File: src/inc/pcrb_cfg.svh
// Register offsets, field positions, reset values and reserved-bit masks
// of the power-management control register bank.
// Assumes inclusion by bare name from the design files.
`ifndef PCRB_CFG_SVH
`define PCRB_CFG_SVH

// ************************************************************
// Register offsets
// ************************************************************
`define PCRB_ADDR_REVISION      8'h00
`define PCRB_ADDR_OTP_VER       8'h01
`define PCRB_ADDR_BUCK_CTRL     8'h02
`define PCRB_ADDR_PG_CFG        8'h15
`define PCRB_ADDR_PG_CFG_EXT    8'h16
`define PCRB_ADDR_PWR_FLT       8'h17
`define PCRB_ADDR_SOFT_RST      8'h18
`define PCRB_ADDR_INT_TOP       8'h19
`define PCRB_ADDR_INT_TOP_EXT   8'h1a
`define PCRB_ADDR_BUCK_INT      8'h1b
`define PCRB_ADDR_INT_LIN       8'h1c
`define PCRB_ADDR_STAT_TOP      8'h1d
`define PCRB_ADDR_STAT_BUCK     8'h1e
`define PCRB_ADDR_LIN_STAT      8'h1f
`define PCRB_ADDR_MASK_TOP      8'h20
`define PCRB_ADDR_MASK_TOP_EXT  8'h21
`define PCRB_ADDR_MASK_BUCK     8'h22
`define PCRB_ADDR_MASK_LIN      8'h23
`define PCRB_ADDR_LOAD_SEL      8'h24
`define PCRB_ADDR_LOAD_HIGH     8'h25
`define PCRB_ADDR_LOAD_LOW      8'h26

// ************************************************************
// First buck control fields
// ************************************************************
`define PCRB_BUCK_EN_BIT        0
`define PCRB_BUCK_PIN_GATE_BIT  1
`define PCRB_BUCK_DISCH_BIT     2
`define PCRB_BUCK_FPWM_BIT      3
`define PCRB_BUCK_FPWM_MP_BIT   4
`define PCRB_BUCK_FIELD_MASK    8'h1f
`define PCRB_BUCK_CTRL_RESET    8'h04
`define PCRB_SOFT_RST_BIT       0

// ************************************************************
// Implemented-bit masks of flag and status registers
// ************************************************************
`define PCRB_MASK_INT_TOP       8'hff
`define PCRB_MASK_INT_TOP_EXT   8'h01
`define PCRB_MASK_BUCK_INT      8'h77
`define PCRB_MASK_INT_LIN       8'h77
`define PCRB_MASK_PWR_FLT       8'h0f
`define PCRB_MASK_STAT_TOP      8'h9c
`define PCRB_MASK_STAT_BUCK     8'hdd
`define PCRB_MASK_LIN_STAT      8'hdd
`define PCRB_MASK_LOAD_HIGH     8'h03
`define PCRB_RW_RESET           8'h00

`endif

File: src/inc/pcrb_pkg.sv
// Types shared by the register bank and its buck control decoder.
// Assumes the constant header is on the include path.
`default_nettype none

package pcrb_pkg;

    // Serial port receiver states.
    typedef enum logic [3:0] {
        ST_IDLE,
        ST_ADDR,
        ST_ACK_ADDR,
        ST_REG,
        ST_ACK_REG,
        ST_WDATA,
        ST_ACK_WDATA,
        ST_RDATA,
        ST_ACK_MASTER
    } pcrb_state_t;

endpackage

`default_nettype wire

File: src/inc/pcrb_buck_if.sv
// Carries the stored first buck control fields from the register bank
// to the buck control decoder; both sit on the same clock.
`timescale 1ns/10ps
`default_nettype none

interface pcrb_buck_if;
    logic [4:0] ctrl;

    modport src (output ctrl);
    modport dst (input  ctrl);
endinterface

`default_nettype wire

File: src/rtl/pcrb_buck_ctrl.sv
// Turns the stored first buck control fields and the enable pin into
// registered converter commands.
// Assumes the enable pin is already synchronous to ref_clk.
`timescale 1ns/10ps
`default_nettype none

`include "pcrb_cfg.svh"

module pcrb_buck_ctrl
    import pcrb_pkg::*;
(
    // Clock and reset
    input  wire logic ref_clk,
    input  wire logic rst_n,
    input  wire logic ce,
    // Control fields and pin
    pcrb_buck_if.dst  ctrlBus,
    input  wire logic enPin,
    // Converter commands
    output logic      buckOn,
    output logic      dischargeOn,
    output logic      forcePwm,
    output logic      forceMultiphase
);

    logic onNext;
    logic dischNext;
    logic pwmNext;
    logic mpNext;

    always_comb begin
        onNext    = ctrlBus.ctrl[`PCRB_BUCK_EN_BIT]
                    & (~ctrlBus.ctrl[`PCRB_BUCK_PIN_GATE_BIT] | enPin);
        dischNext = ~onNext & ctrlBus.ctrl[`PCRB_BUCK_DISCH_BIT];
        pwmNext   = ctrlBus.ctrl[`PCRB_BUCK_FPWM_BIT] | ctrlBus.ctrl[`PCRB_BUCK_FPWM_MP_BIT];
        mpNext    = ctrlBus.ctrl[`PCRB_BUCK_FPWM_MP_BIT];
    end

    always_ff @(posedge ref_clk) begin
        if (!rst_n) begin
            buckOn          <= 1'b0;
            dischargeOn     <= 1'b0;
            forcePwm        <= 1'b0;
            forceMultiphase <= 1'b0;
        end else if (ce) begin
            buckOn          <= onNext;
            dischargeOn     <= dischNext;
            forcePwm        <= pwmNext;
            forceMultiphase <= mpNext;
        end
    end

endmodule // pcrb_buck_ctrl

`default_nettype wire

File: src/rtl/pcrb_regbank.sv
// Control and status register bank of a dual buck, dual linear power
// manager, reached over a two-wire serial slave port.
// Assumes scl and sdaIn are synchronous to ref_clk and that the wire's
// level is resolved outside from sdaOut and sdaOe.
//
// Functional notes
// - Revision register returns read-only part code
// - Register one returns read-only OTP version
// - Multiphase bit forces both phases, PWM
// - PWM bit holds converter in PWM
// - Discharge when off only if bit set
// - Pin gating requires enable pin too
// - Bit zero enables the first buck
// - Write index advances per data byte
`timescale 1ns/10ps
`default_nettype none

`include "pcrb_cfg.svh"

module pcrb_regbank
    import pcrb_pkg::*;
#(
    // Device address on the serial port.
    parameter logic [6:0] DEV_ADDR    = 7'h60,
    // Identification values; these defaults are arbitrary.
    parameter logic [1:0] PART_ID     = 2'b00,
    parameter logic [5:0] REV_LOW     = 6'h00,
    parameter logic [7:0] OTP_VERSION = 8'h00
) (
    // Clock and reset
    input  wire logic            ref_clk,
    input  wire logic            rst_n,
    input  wire logic            ce,
    // Serial port
    input  wire logic            scl,
    input  wire logic            sdaIn,
    output logic                 sdaOut,
    output logic                 sdaOe,
    // Enable pin
    input  wire logic            enPin,
    // Flag events and status from the analog side
    input  wire logic [3:0][7:0] flagEvent,
    input  wire logic [7:0]      pgFaultIn,
    input  wire logic [7:0]      topStatIn,
    input  wire logic [7:0]      buckStatIn,
    input  wire logic [7:0]      linStatIn,
    input  wire logic [7:0]      loadHighIn,
    input  wire logic [7:0]      loadLowIn,
    // First buck commands
    output logic                 buckOn,
    output logic                 dischargeOn,
    output logic                 forcePwm,
    output logic                 forceMultiphase,
    // Soft reset request
    output logic                 softResetPulse
);

    // ************************************************************
    // Register tables
    // ************************************************************
    localparam int RW_COUNT   = 7;
    localparam int FLAG_COUNT = 4;

    localparam logic [7:0] RW_ADDR [RW_COUNT] = '{
        `PCRB_ADDR_PG_CFG, `PCRB_ADDR_PG_CFG_EXT, `PCRB_ADDR_MASK_TOP,
        `PCRB_ADDR_MASK_TOP_EXT, `PCRB_ADDR_MASK_BUCK, `PCRB_ADDR_MASK_LIN,
        `PCRB_ADDR_LOAD_SEL};

    localparam logic [7:0] FLAG_ADDR [FLAG_COUNT] = '{
        `PCRB_ADDR_INT_TOP, `PCRB_ADDR_INT_TOP_EXT,
        `PCRB_ADDR_BUCK_INT, `PCRB_ADDR_INT_LIN};

    localparam logic [7:0] FLAG_MASK [FLAG_COUNT] = '{
        `PCRB_MASK_INT_TOP, `PCRB_MASK_INT_TOP_EXT,
        `PCRB_MASK_BUCK_INT, `PCRB_MASK_INT_LIN};

    // ************************************************************
    // Declarations
    // ************************************************************
    pcrb_state_t state_q;
    pcrb_state_t state_d;
    logic [3:0]  bitCnt_q;
    logic [3:0]  bitCnt_d;
    logic [7:0]  shift_q;
    logic [7:0]  shift_d;
    logic [7:0]  regIdx_q;
    logic [7:0]  regIdx_d;
    logic [7:0]  rdByte_q;
    logic [7:0]  rdByte_d;
    logic        ackDrive_q;
    logic        ackDrive_d;
    logic        isRead_q;
    logic        isRead_d;
    logic        sdaOe_q;
    logic        sdaOe_d;
    logic        sclPrev_q;
    logic        sdaPrev_q;

    logic        sclRise;
    logic        sclFall;
    logic        startCond;
    logic        stopCond;
    logic [7:0]  rxByte;
    logic        wrEn;
    logic [7:0]  readMux;

    logic [7:0]  buckCtrl_q;
    logic [7:0]  buckCtrl_d;
    logic        swReset_q;
    logic        swReset_d;
    logic [7:0]  rw_q   [RW_COUNT];
    logic [7:0]  rw_d   [RW_COUNT];
    logic [7:0]  flag_q [FLAG_COUNT];
    logic [7:0]  flag_d [FLAG_COUNT];

    pcrb_buck_if buckBus ();

    // ************************************************************
    // Serial line conditions
    // ************************************************************
    // Pins are already synchronous, so a single previous sample is
    // enough to see edges and start or stop conditions.
    assign sclRise   = scl & ~sclPrev_q;
    assign sclFall   = ~scl & sclPrev_q;
    assign startCond = scl & sclPrev_q & sdaPrev_q & ~sdaIn;
    assign stopCond  = scl & sclPrev_q & ~sdaPrev_q & sdaIn;
    assign rxByte    = {shift_q[6:0], sdaIn};

    // ************************************************************
    // Serial slave sequencing
    // ************************************************************
    always_comb begin
        state_d    = state_q;
        bitCnt_d   = bitCnt_q;
        shift_d    = shift_q;
        regIdx_d   = regIdx_q;
        rdByte_d   = rdByte_q;
        ackDrive_d = ackDrive_q;
        isRead_d   = isRead_q;
        sdaOe_d    = sdaOe_q;
        wrEn       = 1'b0;
        if (startCond) begin
            state_d    = ST_ADDR;
            bitCnt_d   = 4'h0;
            sdaOe_d    = 1'b0;
            ackDrive_d = 1'b0;
        end else if (stopCond) begin
            state_d    = ST_IDLE;
            sdaOe_d    = 1'b0;
            ackDrive_d = 1'b0;
        end else begin
            unique case (state_q)
                ST_IDLE: ;
                default: state_d = ST_IDLE;
                ST_ADDR, ST_REG, ST_WDATA: begin
                    if (sclRise) begin
                        shift_d  = rxByte;
                        bitCnt_d = bitCnt_q + 4'h1;
                        if (bitCnt_q == 4'h7) begin
                            bitCnt_d = 4'h0;
                            if (state_q == ST_ADDR) begin
                                isRead_d = rxByte[0];
                                state_d  = (rxByte[7:1] == DEV_ADDR) ? ST_ACK_ADDR : ST_IDLE;
                            end else if (state_q == ST_REG) begin
                                regIdx_d = rxByte;
                                state_d  = ST_ACK_REG;
                            end else begin
                                wrEn    = 1'b1;
                                state_d = ST_ACK_WDATA;
                            end
                        end
                    end
                end
                ST_ACK_ADDR, ST_ACK_REG, ST_ACK_WDATA: begin
                    if (sclFall) begin
                        if (!ackDrive_q) begin
                            ackDrive_d = 1'b1;
                            sdaOe_d    = 1'b1;
                        end else begin
                            ackDrive_d = 1'b0;
                            sdaOe_d    = 1'b0;
                            state_d    = ST_WDATA;
                            if (state_q == ST_ACK_WDATA) begin
                                regIdx_d = regIdx_q + 8'h01;
                            end else if (state_q == ST_ACK_ADDR) begin
                                if (isRead_q) begin
                                    rdByte_d = readMux;
                                    sdaOe_d  = ~readMux[7];
                                    state_d  = ST_RDATA;
                                end else begin
                                    state_d = ST_REG;
                                end
                            end
                        end
                    end
                end
                ST_RDATA: begin
                    if (sclRise) begin
                        bitCnt_d = bitCnt_q + 4'h1;
                    end else if (sclFall) begin
                        if (bitCnt_q == 4'h8) begin
                            sdaOe_d  = 1'b0;
                            bitCnt_d = 4'h0;
                            state_d  = ST_ACK_MASTER;
                        end else begin
                            sdaOe_d = ~rdByte_q[3'(4'h7 - bitCnt_q)];
                        end
                    end
                end
                ST_ACK_MASTER: begin
                    if (sclRise) begin
                        if (!sdaIn) begin
                            rdByte_d = readMux;
                            bitCnt_d = 4'h0;
                            state_d  = ST_RDATA;
                        end else begin
                            state_d = ST_IDLE;
                        end
                    end
                end
            endcase
        end
    end

    always_ff @(posedge ref_clk) begin
        if (!rst_n) begin
            state_q    <= ST_IDLE;
            bitCnt_q   <= 4'h0;
            shift_q    <= 8'h00;
            regIdx_q   <= 8'h00;
            rdByte_q   <= 8'h00;
            ackDrive_q <= 1'b0;
            isRead_q   <= 1'b0;
            sdaOe_q    <= 1'b0;
            sclPrev_q  <= 1'b1;
            sdaPrev_q  <= 1'b1;
        end else if (ce) begin
            state_q    <= state_d;
            bitCnt_q   <= bitCnt_d;
            shift_q    <= shift_d;
            regIdx_q   <= regIdx_d;
            rdByte_q   <= rdByte_d;
            ackDrive_q <= ackDrive_d;
            isRead_q   <= isRead_d;
            sdaOe_q    <= sdaOe_d;
            sclPrev_q  <= scl;
            sdaPrev_q  <= sdaIn;
        end
    end

    // ************************************************************
    // Read multiplexer
    // ************************************************************
    always_comb begin
        readMux = 8'h00;
        unique case (regIdx_q)
            `PCRB_ADDR_REVISION:  readMux = {PART_ID, REV_LOW};
            `PCRB_ADDR_OTP_VER:   readMux = OTP_VERSION;
            `PCRB_ADDR_BUCK_CTRL: readMux = buckCtrl_q;
            `PCRB_ADDR_PWR_FLT:   readMux = pgFaultIn & `PCRB_MASK_PWR_FLT;
            `PCRB_ADDR_STAT_TOP:  readMux = topStatIn & `PCRB_MASK_STAT_TOP;
            `PCRB_ADDR_STAT_BUCK: readMux = buckStatIn & `PCRB_MASK_STAT_BUCK;
            `PCRB_ADDR_LIN_STAT:  readMux = linStatIn & `PCRB_MASK_LIN_STAT;
            `PCRB_ADDR_LOAD_HIGH: readMux = loadHighIn & `PCRB_MASK_LOAD_HIGH;
            `PCRB_ADDR_LOAD_LOW:  readMux = loadLowIn;
            default:              readMux = 8'h00;
        endcase
        for (int k = 0; k < RW_COUNT; k++) begin
            if (regIdx_q == RW_ADDR[k]) begin
                readMux = rw_q[k];
            end
        end
        for (int k = 0; k < FLAG_COUNT; k++) begin
            if (regIdx_q == FLAG_ADDR[k]) begin
                readMux = flag_q[k];
            end
        end
    end

    // ************************************************************
    // Buck control and soft reset registers
    // ************************************************************
    always_comb begin
        buckCtrl_d = buckCtrl_q;
        swReset_d  = 1'b0;
        if (wrEn && regIdx_q == `PCRB_ADDR_BUCK_CTRL) begin
            buckCtrl_d = rxByte & `PCRB_BUCK_FIELD_MASK;
        end
        // Soft reset reads back as zero; it only issues a one-cycle request.
        if (wrEn && regIdx_q == `PCRB_ADDR_SOFT_RST) begin
            swReset_d = rxByte[`PCRB_SOFT_RST_BIT];
        end
    end

    always_ff @(posedge ref_clk) begin
        if (!rst_n) begin
            buckCtrl_q <= `PCRB_BUCK_CTRL_RESET;
            swReset_q  <= 1'b0;
        end else if (ce) begin
            buckCtrl_q <= buckCtrl_d;
            swReset_q  <= swReset_d;
        end
    end

    // ************************************************************
    // Plain read-write registers and sticky flags
    // ************************************************************
    for (genvar i = 0; i < RW_COUNT; i++) begin : g_rw
        always_comb begin
            rw_d[i] = (wrEn && regIdx_q == RW_ADDR[i]) ? rxByte : rw_q[i];
        end

        always_ff @(posedge ref_clk) begin
            if (!rst_n) begin
                rw_q[i] <= `PCRB_RW_RESET;
            end else if (ce) begin
                rw_q[i] <= rw_d[i];
            end
        end
    end

    // A new event in the cycle of a clearing write keeps its flag set.
    for (genvar i = 0; i < FLAG_COUNT; i++) begin : g_flag
        always_comb begin
            flag_d[i] = flag_q[i];
            if (wrEn && regIdx_q == FLAG_ADDR[i]) begin
                flag_d[i] = flag_q[i] & ~rxByte;
            end
            flag_d[i] = (flag_d[i] | flagEvent[i]) & FLAG_MASK[i];
        end

        always_ff @(posedge ref_clk) begin
            if (!rst_n) begin
                flag_q[i] <= 8'h00;
            end else if (ce) begin
                flag_q[i] <= flag_d[i];
            end
        end
    end

    // ************************************************************
    // Buck command decoder
    // ************************************************************
    assign buckBus.ctrl = buckCtrl_q[4:0];

    pcrb_buck_ctrl u_buck (
        .ref_clk         (ref_clk),
        .rst_n           (rst_n),
        .ce              (ce),
        .ctrlBus         (buckBus),
        .enPin           (enPin),
        .buckOn          (buckOn),
        .dischargeOn     (dischargeOn),
        .forcePwm        (forcePwm),
        .forceMultiphase (forceMultiphase)
    );

    // ************************************************************
    // Outputs
    // ************************************************************
    // The line is open drain: the driven level is always low.
    always_ff @(posedge ref_clk) begin
        if (!rst_n) begin
            sdaOut <= 1'b0;
        end else if (ce) begin
            sdaOut <= 1'b0;
        end
    end

    assign sdaOe          = sdaOe_q;
    assign softResetPulse = swReset_q;

endmodule // pcrb_regbank

`default_nettype wire

File: config.mk
export PLATFORM = sky130hd
export DESIGN_NAME = pcrb_regbank
export DESIGN_NICKNAME = d
export VERILOG_FILES = /design/src/inc/pcrb_pkg.sv /design/src/inc/pcrb_buck_if.sv /design/src/rtl/pcrb_buck_ctrl.sv /design/src/rtl/pcrb_regbank.sv
export VERILOG_INCLUDE_DIRS = /design/src /design/src/inc
export SDC_FILE = /design/constraint.sdc
export NUM_CORES = 1
export LEC_CHECK = 0
export ABC_AREA = 1
export BUFFER_PORTS_ARGS = -buffer_cell sky130_fd_sc_hd__buf_4
export CAP_MARGIN = 20
export CORE_ASPECT_RATIO = 1.1
export CORE_UTILIZATION = 35
export CTS_BUF_LIST = sky130_fd_sc_hd__clkbuf_16
export CTS_CLUSTER_SIZE = 40
export DETAILED_ROUTE_END_ITERATION = 12
export PLACE_DENSITY = 0.63
export SLEW_MARGIN = 20
export SYNTH_ARGS = -nofsm -noshare
export SYNTH_HDL_FRONTEND = slang
export SYNTH_SLANG_ARGS = --single-unit
File: constraint.sdc
create_clock -name ref_clk -period 2.1 [get_ports ref_clk]
set_input_delay 0.315 -clock ref_clk [delete_from_list [all_inputs] [get_ports ref_clk]]
set_output_delay 0.315 -clock ref_clk [all_outputs]
set_load 0.01 [all_outputs]
==> results of run 1 <==
==> path summary, 6_finish.rpt <==
check / to / slack, ns / cells past startpoint
hold / removal: ackDrive_q$_SDFFE_PN0P_ / 0.16 / 2
setup / recovery: rdByte_q[2]$_SDFFE_PN0P_ / -0.08 / 22
hold reg to reg: rdByte_q[5]$_SDFFE_PN0P_ / 0.47 / 2
setup reg to reg: rdByte_q[2]$_SDFFE_PN0P_ / -0.08 / 22
==> per-stage QoR <==
step / TNS [ns] / utilization (%)
after floorplan: -5.95 / -
after global placement: -5.26 / 43.1
after detailed placement: -4.94 / 43.1
after CTS: -0.157 / 47.9
after global routing: -1.77 / 49.1
final: -0.186 / 49.1
==> per-layer routing <==
metal | track usage [%] | wire [um]
met3 | 3.33 | 932
met1 | 26.1 | 8720
met4 | 7.78 | 393
met5 | 0 | 0
met2 | 32.9 | 9060
==> power by group through the flow <==
| stage | clock network, mW | registers [mW] | logic, mW |
|---|---|---|---|
| 5_1_grt | 3.40 | 2.94 | 2.25 |
| 6_report | 3.27 | 2.92 | 2.05 |
| 2_1_floorplan | 0 | 2.92 | 1.13 |
| 4_1_cts | 3.30 | 2.90 | 1.91 |
| 3_5_place_dp | 0 | 2.93 | 1.79 |
| 3_3_place_gp | 0 | 2.93 | 1.78 |
==> kinds of logic (layout without fill, tap and decap cells) <==
logic type                 count (synthesis)  count (layout)
and+or+nand+nor                          378             380
buffers and inverters                    149             321
AOI/OAI and AO/OA                        168             168
adders and majority gates                  9               9
DFF                                      123             123
xor gates and xnor gates                   3               3
other                                      1               1
==> flip-flops by register name (all words and copies together) (netlist names), 4 cells and up <==
signal	count
rw_q	56
flag_q	21
rdByte_q	8
regIdx_q	8
shift_q	7
buckCtrl_q	5
bitCnt_q	4
state_q	4
==> synthesized netlist by cell type (3+ instances only) <==
cell type | instances | area [um2]
inv_1 | 110 | 413
nand2_2 | 9 | 56.3
clkbuf_1 | 10 | 37.5
nand2_1 | 194 | 728
buf_2 | 7 | 35.0
nand3_1 | 53 | 265
nor3_1 | 10 | 50.1
a211oi_1 | 6 | 45.0
o22ai_1 | 3 | 18.8
o211ai_1 | 4 | 30.0
dfxtp_1 | 46 | 921
ha_1 | 9 | 113
inv_2 | 18 | 67.6
nor2_2 | 11 | 68.8
nor2_1 | 67 | 251
edfxtp_1 | 77 | 2310
a31oi_1 | 8 | 50.1
nor3_2 | 6 | 60.1
o21ai_0 | 72 | 360
o21ai_1 | 5 | 25.0
or2_2 | 7 | 43.8
xor2_1 | 3 | 26.3
a21oi_1 | 54 | 270
a221oi_1 | 4 | 35.0
nand4_1 | 8 | 50.1
==> what timing repair did <==
action / CTS / global route
cloned: 1 / 1
resized for setup: 56 / 60
endpoints found under the setup margin: 22 / 104
pin swaps: 31 / 33
buffers inserted: 7 / 4
==> layout make-up <==
cell class	count	area (um2)	share of cell area, %
Inverter	128	502	5.54
Clock inverter	15	229	2.53
Timing Repair Buffer	161	1240	13.6
Sequential cell	123	3250	35.8
Clock buffer	17	425	4.69
Tap cell	243	304	3.35
Multi-Input combinational cell	561	3120	34.4
==> flow_metrics.py, run 1 <==
metrics = {
    "critical_path": {
        "startpoint": "regIdx_q[0]$_SDFFE_PN0P_",
        "path_buf_inv": 3,
        "cp_cell_sequence": "buf_6 > ha_4 > inv_4 > nor2_4 > inv_2 > nor2_4 > nand2_1 > nand2_1 > nor2_1 > nand3_1 > nand3_2 > nand3_2 > nand2_2 > nand2_2 > nand2_2 > nand2_1 > nand2_1 > nand2_2 > nand2_2 > nand2_2 > nand2_2 > a21oi_2",
        "crit_arrival_ns": 2.55,
        "critPathSlowestCell": "dfxtp_4",
        "crit_family": "simple AND/OR/NAND/NOR gates",
        "end_kind": "flip-flop",
        "critical_path_class": "reg -> reg",
        "start_kind": "flip-flop",
        "cp_slowest_stage_delay_ns": 0.36,
        "crit_fanout": 4,
        "crit_required_ns": 2.46,
        "path_common_cell": "nand2_2",
        "r2r-start": "regIdx_q[0]$_SDFFE_PN0P_",
    },
    "place": {
        "post-place-ws_ns": -0.197,
        "dp_hpwl_um": 13500,
        "place.gp.congestion": 0.888,
        "port_buffers": 62,
        "placed_cell_area_um2": 7960,
        "placed_cells": 1203,
    },
    "synth": {
        "synthSimpleGateAreaFrac_pct": 25.8,
        "yosys.area_share.adder_pct": 1.70,
        "ys_types": 47,
        "synthXorXnorAreaFrac_pct": 0.397,
        "yosysWarnings": 0,
        "synth_flop_cell": "edfxtp_1",
        "seq_area_frac_synth_pct": 48.8,
        "synth_compound_area_share_pct": 14.3,
        "synth.avg_cell_area_um2": 7.97,
        "synth_mux_area_share_pct": 0,
        "netlist_area_um2": 6620,
        "synth-edff-count": 77,
        "async_flop_share_pct": 0,
        "synth-seq-cells": 123,
        "synthCells": 831,
        "synth_top_family_by_area": "simple AND/OR/NAND/NOR gates",
        "syn_nets": 926,
    },
    "power_and_ir_drop": {
        "peakVddDrop_mv": 0.585,
        "p_leak_nw": 3.97,
        "power_frac_seq_pct": 35.4,
        "switching_share_pct": 29.8,
        "netSwitchingPower_mw": 2.46,
        "total_power_mw": 8.24,
        "combPwrFrac_pct": 24.9,
        "clockPowerShare_pct": 39.7,
        "power_density_nw_per_um2": 909,
        "intPower_mw": 5.78,
    },
    "finish": {
        "n_fill_cell": 1804,
        "nets": 1087,
        "mostFrequentLayoutCells": "nand2_1, buf_4, inv_1",
        "stdcell_area_um2": 9060,
        "area_growth_pct": 36.8,
        "stdcell_count": 1248,
        "post_route_cells_drive_above_1_share_pct": 32.5,
        "diodes": 0,
        "layout_commonest_cell": "nand2_1",
    },
    "global_route": {
        "grt_max_degree": 23,
        "grt_antenna_before_repair": 0,
        "grt_overflow": 0,
        "grt_usage_pct": 20.0,
        "grt_pass1_vias": 5846,
        "grt_pass1_wl_um": 29800,
    },
    "timing": {
        "fin_skew_ns": 0.00548,
        "hold-worst-slack_ns": 0.157,
        "finalCritPeriodShare_pct": 104,
        "maxSlewHeadroom_pct": 44.7,
        "worstMarginPinSlew_ns": 0.829,
        "layout_min_cycle_time_ns": 2.18,
        "max_freq_mhz": 458,
        "rsz0062_at_grt": "true",
        "setup_viol": 5,
        "fin_ws_ns": -0.0849,
        "hold_violations": 0,
        "final_max_slew_viol_count": 0,
    },
    "clock_tree": {
        "clock_latency_ns": 0.43,
        "cts_root_buf": "clkbuf_16",
        "cts_buffers": 17,
        "cts_hold_buf": 0,
        "clkTransAtPathRegs_ns": 0.06,
        "clk_path_buf_depth": 2,
        "cts_tree": "built",
        "clock_sinks": 123,
        "ctsHtreeMaxLevel": 4,
    },
    "routing": {
        "num_vias": 6076,
        "vias_per_cell": 4.87,
        "wl_um": 19100,
        "wire_per_inst_um": 15.3,
        "drt_first_pass_iters": 5,
        "drc": 0,
        "drtIter0Drc": 467,
        "drtAntennaViolNets": 0,
    },
    "die": {
        "die_w_um": 133,
        "ios": 93,
        "die_area_um2": 19500,
        "coreArea_um2": 18500,
        "rows": 52,
        "start_util_pct": 35.8,
        "die_y_um": 146,
    },
    "hold_path": {
        "min_path_type": "in -> reg",
        "hp-start": "ce",
    },
    "run_status": {
        "outcome": "finished, violations left",
        "violations": "setup timing",
    },
    "job": {
        "cap_violations": 0,
    },
}
No activity file was read; power rests on OpenSTA's default activity.
==> inputs of run 2 (changes only) <==
--- a/config.mk
+++ b/config.mk
@@ -14,6 +14,7 @@
 export CTS_BUF_LIST = sky130_fd_sc_hd__clkbuf_16
 export CTS_CLUSTER_SIZE = 40
 export DETAILED_ROUTE_END_ITERATION = 12
+export GPL_TIMING_DRIVEN = 0
 export PLACE_DENSITY = 0.63
 export SLEW_MARGIN = 20
 export SYNTH_ARGS = -nofsm -noshare
==> run 2 against run 1 <==
Against the previous run: design area decreased by 1.3%; cell count decreased by 3.1%; via count increased by 0.86%; setup slack improved by 0.038 ns; critical path type unchanged; the flow still finishes with violations (setup timing); sequential share of layout area increased by 0.76 points; combinational power decreased by 4%; fmax increased by 1.8%; total power decreased by 6.2%; count of clock-buffer cells in the layout increased by 2.
==> flow_metrics.py, run 2 (synthesis results as in run 1) <==
metrics = {
    "finish": {
        "top_regs": "rw_q: 56 flops, flag_q: 21 flops",
        "layout_commonest_cell": "nand2_1",
        "mostFrequentLayoutCells": "nand2_1, inv_1, buf_4",
        "regMostFlops": "rw_q",
        "post_route_cells_drive_above_1_share_pct": 31.0,
        "n_fill_cell": 1799,
        "area_growth_pct": 35.0,
        "nets": 1048,
        "diodes": 0,
        "largest_register_ffs": 56,
    },
    "die": {
        "die_y_um": 146,
        "die_w_um": 133,
        "ios": 93,
        "start_util_pct": 35.8,
        "die_area_um2": 19500,
        "coreArea_um2": 18500,
        "rows": 52,
    },
    "routing": {
        "met1_length_um": 8660,
        "top_layer_used": "met4",
        "drtAntennaViolNets": 0,
        "drt_first_pass_iters": 5,
        "wl_um": 19300,
        "drc": 0,
        "num_vias": 6128,
        "wire_per_inst_um": 16.0,
        "drtIter0Drc": 504,
        "wl_met2_um": 8930,
        "vias_per_cell": 5.07,
        "wl_met3_um": 1340,
    },
    "timing": {
        "fin_ws_ns": -0.0467,
        "fin_skew_ns": 0.00914,
        "hold-worst-slack_ns": 0.154,
        "final_max_slew_viol_count": 0,
        "setup_viol": 5,
        "maxSlewHeadroom_pct": 44.7,
        "layout_min_cycle_time_ns": 2.15,
        "hold_violations": 0,
        "max_freq_mhz": 466,
        "finalCritPeriodShare_pct": 102,
        "worstMarginPinSlew_ns": 0.826,
        "rsz0062_at_grt": "true",
    },
    "run_status": {
        "violations": "setup timing",
        "outcome": "finished, violations left",
    },
    "critical_path": {
        "cp_slowest_stage_delay_ns": 0.37,
        "start_kind": "flip-flop",
        "crit_arrival_ns": 2.42,
        "rr_worst_depth": 16,
        "critPathSlowestCell": "dfxtp_4",
        "crit_fanout": 10,
        "cp_cell_sequence": "inv_4 > ha_2 > inv_2 > buf_6 > nor3_4 > inv_2 > buf_8 > or2_0 > nand3_1 > nand2_1 > nand2_1 > nand2_1 > nand2_1 > nand2_1 > nand2_1 > a21oi_1",
        "crit_required_ns": 2.37,
        "timing.rr.end": "rdByte_q[4]$_SDFFE_PN0P_",
        "r2r-start": "regIdx_q[1]$_SDFFE_PN0P_",
        "end_kind": "flip-flop",
        "r2r_slack_ns": -0.05,
        "path_common_cell": "nand2_1",
        "critical_path_class": "reg -> reg",
    },
    "power_and_ir_drop": {
        "switching_share_pct": 32.3,
        "total_power_mw": 7.73,
        "peakVddDrop_mv": 0.570,
        "intPower_mw": 5.23,
        "netSwitchingPower_mw": 2.50,
        "p_leak_nw": 3.84,
        "combPwrFrac_pct": 25.5,
        "clockPowerShare_pct": 35.9,
        "power_frac_seq_pct": 38.6,
        "power_density_nw_per_um2": 864,
    },
    "clock_tree": {
        "clock_latency_ns": 0.42,
        "ctsHtreeMaxLevel": 4,
        "cts_hold_buf": 0,
        "clk_path_buf_depth": 2,
        "cts_root_buf": "clkbuf_16",
        "clock_sinks": 123,
        "cts_buffers": 17,
        "clkTransAtPathRegs_ns": 0.06,
        "cts_tree": "built",
    },
    "place": {
        "port_buffers": 62,
        "place.gp.congestion": 0.945,
        "dp_hpwl_um": 13400,
    },
    "hold_path": {
        "worstHoldEndpoint": "ackDrive_q$_SDFFE_PN0P_",
        "hp-start": "ce",
        "min_path_type": "in -> reg",
        "whs_path_depth": 2,
    },
    "global_route": {
        "grt_overflow": 0,
        "grt_pass1_wl_um": 30900,
        "grt_antenna_before_repair": 0,
        "grt_pass1_vias": 5766,
        "grt_max_degree": 17,
        "grt_usage_pct": 20.6,
    },
    "job": {
        "cap_violations": 0,
    },
}
[run 2: cell types whose count changed in the layout (fill, tap and decap cells not counted), sizes merged, moves of 2 or more]
cell,before,now
buf,161,113
clkbuf,17,29
inv,128,135
bufinv,6,1
clkinv,5,3
[run 2: timing repair]
action,in CTS,in global routing
resized for setup,116,73
hold endpoints to repair,0,0
buffers inserted,30,10
pin swaps,40,26
gates cloned,1,0
endpoints found under the setup margin,115,128
[run 2: through the flow]
stage	setup slack [ns]	area (um2)	cells	setup TNS (ns)	util, %
finish	-0.0467	8940	1209	-0.0970	48.4
global route	-0.175	8940	1209	-1.28	48.4
CTS	-0.0487	8660	1199	-0.0487	46.9
detailed placement	-1.02	7390	1136	-71.71	40.0
global placement	-1.02	7390	1136	-73.26	40.0
floorplan	-0.149	6620	831	-5.95	-
[run 2: metal layers]
metal | up-vias | track usage (%)
met3 | 35 | 4.27
met2 | 243 | 31.6
met1 | 2835 | 28.5
met5 | - | 0
met4 | 0 | 8.01
li1 | 3015 | -
[run 2: worst max-delay path, delay by kind of cell (launching register included)]
kind,cells,cell delay (ns)
AO/OA/AOI/OAI,1,0.05
flip-flops,1,0.37
AND/OR/NAND/NOR,9,0.92
adder cells (fa/ha/maj),1,0.16
buffers and inverters,5,0.49
[run 2: how the worst max path moves through the flow]
stage | startpoint | to | slack (ns) | cells after the start
after floorplan | scl | rw_q[0][0]$_SDFFCE_PN0P_ | -0.15 | 8
after global placement | scl | rw_q[1][5]$_SDFFCE_PN0P_ | -1.02 | 9
after detailed placement | scl | rw_q[0][5]$_SDFFCE_PN0P_ | -1.02 | 9
after CTS | regIdx_q[0]$_SDFFE_PN0P_ | rdByte_q[4]$_SDFFE_PN0P_ | -0.05 | 17
after global routing | regIdx_q[1]$_SDFFE_PN0P_ | rdByte_q[6]$_SDFFE_PN0P_ | -0.17 | 15
final | regIdx_q[1]$_SDFFE_PN0P_ | rdByte_q[4]$_SDFFE_PN0P_ | -0.05 | 16
[run 2: power groups by stage]
stage          Combinational [mW]  Clock (mW)  Sequential, mW
3_5_place_dp                 1.54           0            2.96
3_3_place_gp                 1.53           0            2.96
6_report                     1.97        2.78            2.98
4_1_cts                      1.79        2.80            2.95
2_1_floorplan                1.13           0            2.92
5_1_grt                      2.15        2.91            3.01
[run 2: final cells by class]
cell class                 count  area (um2)  area share (%)
sequential                   123        3270            36.6
multi-input combinational    559        3320            37.2
timing repair inverter         1        7.51          0.0839
clock inverter                13        86.3           0.965
clock buffer                  19         475            5.32
tap                          243         304            3.40
inverter                     128         514            5.75
buffer                        21         134            1.50
timing repair buffer         102         827            9.25
==> inputs of run 3 (changes only) <==
--- a/config.mk
+++ b/config.mk
@@ -16,6 +16,7 @@
 export DETAILED_ROUTE_END_ITERATION = 12
 export GPL_TIMING_DRIVEN = 0
 export PLACE_DENSITY = 0.63
+export RECOVER_POWER = 100
 export SLEW_MARGIN = 20
 export SYNTH_ARGS = -nofsm -noshare
 export SYNTH_HDL_FRONTEND = slang
==> run 3 against run 2 <==
Against the previous run: the flow still finishes with violations (setup timing); non-clock buffer count did not move; clock power barely moved; critical path depth did not move; global-route usage did not move; first-iteration DRC count fell by 2.8%; via count fell by 0.31%; total power fell by 0.18%; combinational power barely moved; sequential power barely moved; die area did not move; critical path type unchanged.
==> flow_metrics.py, run 3 (synthesis results as in run 1) <==
metrics = {
    "die": {
        "start_util_pct": 35.8,
        "die_w_um": 133,
        "rows": 52,
        "coreArea_um2": 18500,
        "die_y_um": 146,
        "die_area_um2": 19500,
        "ios": 93,
    },
    "hold_path": {
        "hp-start": "flagEvent[8]",
        "worstHoldEndpoint": "flag_q[1][0]$_DFFE_PP_",
        "whs_path_depth": 3,
        "min_path_type": "in -> reg",
    },
    "routing": {
        "wl_um": 19300,
        "vias_per_cell": 5.05,
        "drt_first_pass_iters": 7,
        "drtAntennaViolNets": 0,
        "wire_per_inst_um": 16.0,
        "num_vias": 6109,
        "drtIter0Drc": 490,
        "drc": 0,
    },
    "timing": {
        "setup_viol": 4,
        "fin_setup_tns_ns": -0.113,
        "layout_min_cycle_time_ns": 2.15,
        "fin_ws_ns": -0.0501,
        "maxSlewHeadroom_pct": 43.2,
        "worstMarginPinSlew_ns": 0.849,
        "fin_skew_ns": 0.00936,
        "hold-worst-slack_ns": 0.215,
        "rsz0062_at_grt": "true",
        "max_freq_mhz": 465,
        "hold_violations": 0,
        "finalCritPeriodShare_pct": 102,
        "final_max_slew_viol_count": 0,
    },
    "critical_path": {
        "rr_worst_depth": 16,
        "timing.rr.end": "rdByte_q[4]$_SDFFE_PN0P_",
        "crit_fanout": 10,
        "critical_path_class": "reg -> reg",
        "r2r-start": "regIdx_q[1]$_SDFFE_PN0P_",
        "crit_required_ns": 2.37,
        "start_kind": "flip-flop",
        "crit_arrival_ns": 2.42,
        "end_kind": "flip-flop",
        "r2r_slack_ns": -0.05,
    },
    "power_and_ir_drop": {
        "peakVddDrop_mv": 0.569,
        "power_density_nw_per_um2": 866,
        "p_leak_nw": 3.81,
    },
    "clock_tree": {
        "clock_sinks": 123,
        "cts_tree": "built",
        "clock_latency_ns": 0.42,
        "clkTransAtPathRegs_ns": 0.05,
        "cts_hold_buf": 0,
        "cts_root_buf": "clkbuf_16",
        "clk_path_buf_depth": 2,
        "ctsHtreeMaxLevel": 4,
        "cts_buffers": 17,
    },
    "finish": {
        "largest_register_ffs": 56,
        "mostFrequentLayoutCells": "nand2_1, inv_1, buf_4",
        "post_route_cells_drive_above_1_share_pct": 29.7,
        "seqCellArea_um2": 3270,
        "multi_input_area_um2": 3320,
        "top_regs": "rw_q: 56 flops, flag_q: 21 flops",
        "diodes": 0,
        "regMostFlops": "rw_q",
        "n_fill_cell": 1809,
        "layout_commonest_cell": "nand2_1",
        "area_growth_pct": 34.5,
        "nets": 1048,
    },
    "run_status": {
        "outcome": "finished, violations left",
        "violations": "setup timing",
    },
    "global_route": {
        "grt_use_met2_pct": 31.6,
        "grt_overflow": 0,
        "grt_usage_pct": 20.6,
        "grt_antenna_before_repair": 0,
        "grt_pass1_wl_um": 30900,
        "grt_busiest_layer": "met2",
        "grtUsageMet1_pct": 28.5,
        "grt_pass1_vias": 5766,
        "grtUsageMet3_pct": 4.27,
        "grt_max_degree": 17,
    },
    "place": {
        "dp_hpwl_um": 13400,
        "port_buffers": 62,
        "place.gp.congestion": 0.945,
    },
    "job": {
        "cap_violations": 0,
    },
}
[run 3: routing by layer]
metal  vias up  wire length, um
li1       3015                -
met1      2847             8880
met2       214             8940
met3        33             1130
met4         0              377
met5         -                0
[run 3: worst max path at each step]
| stage | startpoint | to |
|---|---|---|
| 5_1_grt | regIdx_q[1]$_SDFFE_PN0P_ | rdByte_q[6]$_SDFFE_PN0P_ |
| 6_report | regIdx_q[1]$_SDFFE_PN0P_ | rdByte_q[4]$_SDFFE_PN0P_ |
| 3_3_place_gp | scl | rw_q[1][5]$_SDFFCE_PN0P_ |
| 3_5_place_dp | scl | rw_q[0][5]$_SDFFCE_PN0P_ |
| 4_1_cts | regIdx_q[0]$_SDFFE_PN0P_ | rdByte_q[4]$_SDFFE_PN0P_ |
| 2_1_floorplan | scl | rw_q[0][0]$_SDFFCE_PN0P_ |
[run 3: repair_timing]
item	4_1_cts	5_1_grt
endpoints found under the setup margin	115	128
pin swaps	40	26
gates cloned	1	0
resized for setup	116	73
buffers inserted	30	10
[run 3: power by group]
group	leakage (nW)	switching [mW]	internal [mW]	total, mW
Combinational	2.33	1.25	0.710	1.96
Sequential	1.18	0.196	2.78	2.97
Clock	0.301	1.05	1.73	2.78
[run 3: layout make-up]
| class | count | area share [%] |
|---|---|---|
| Inverter | 128 | 5.77 |
| Clock buffer | 19 | 5.34 |
| Timing Repair inverter | 1 | 0.0562 |
| Timing Repair Buffer | 102 | 8.99 |
| Tap cell | 243 | 3.41 |
| Clock inverter | 13 | 0.969 |
| Multi-Input combinational cell | 559 | 37.2 |
| Sequential cell | 123 | 36.7 |
| Buffer | 21 | 1.50 |
[run 3: metrics by stage]
| stage | cells | total power, mW | utilization [%] | worst slack (ns) | area, um2 |
|---|---|---|---|---|---|
| after floorplan | 831 | 4.05 | - | -0.149 | 6620 |
| after global placement | 1136 | 4.49 | 40.0 | -1.02 | 7390 |
| after detailed placement | 1136 | 4.50 | 40.0 | -1.02 | 7390 |
| after CTS | 1199 | 7.54 | 46.9 | -0.0487 | 8660 |
| after global routing | 1209 | 8.05 | 48.2 | -0.175 | 8910 |
| final | 1209 | 7.71 | 48.2 | -0.0501 | 8910 |
[run 3: worst max-delay path, cell delays in order, from the launching register on]
cell and delay, ns:
dfxtp_4 0.37, inv_4 0.06, ha_2 0.16, inv_2 0.06, buf_6 0.13, nor3_4 0.25
inv_2 0.09, buf_8 0.15, or2_0 0.19, nand3_1 0.09, nand2_1 0.06, nand2_1 0.07
nand2_1 0.06, nand2_1 0.07, nand2_1 0.07, nand2_1 0.06, a21oi_1 0.05
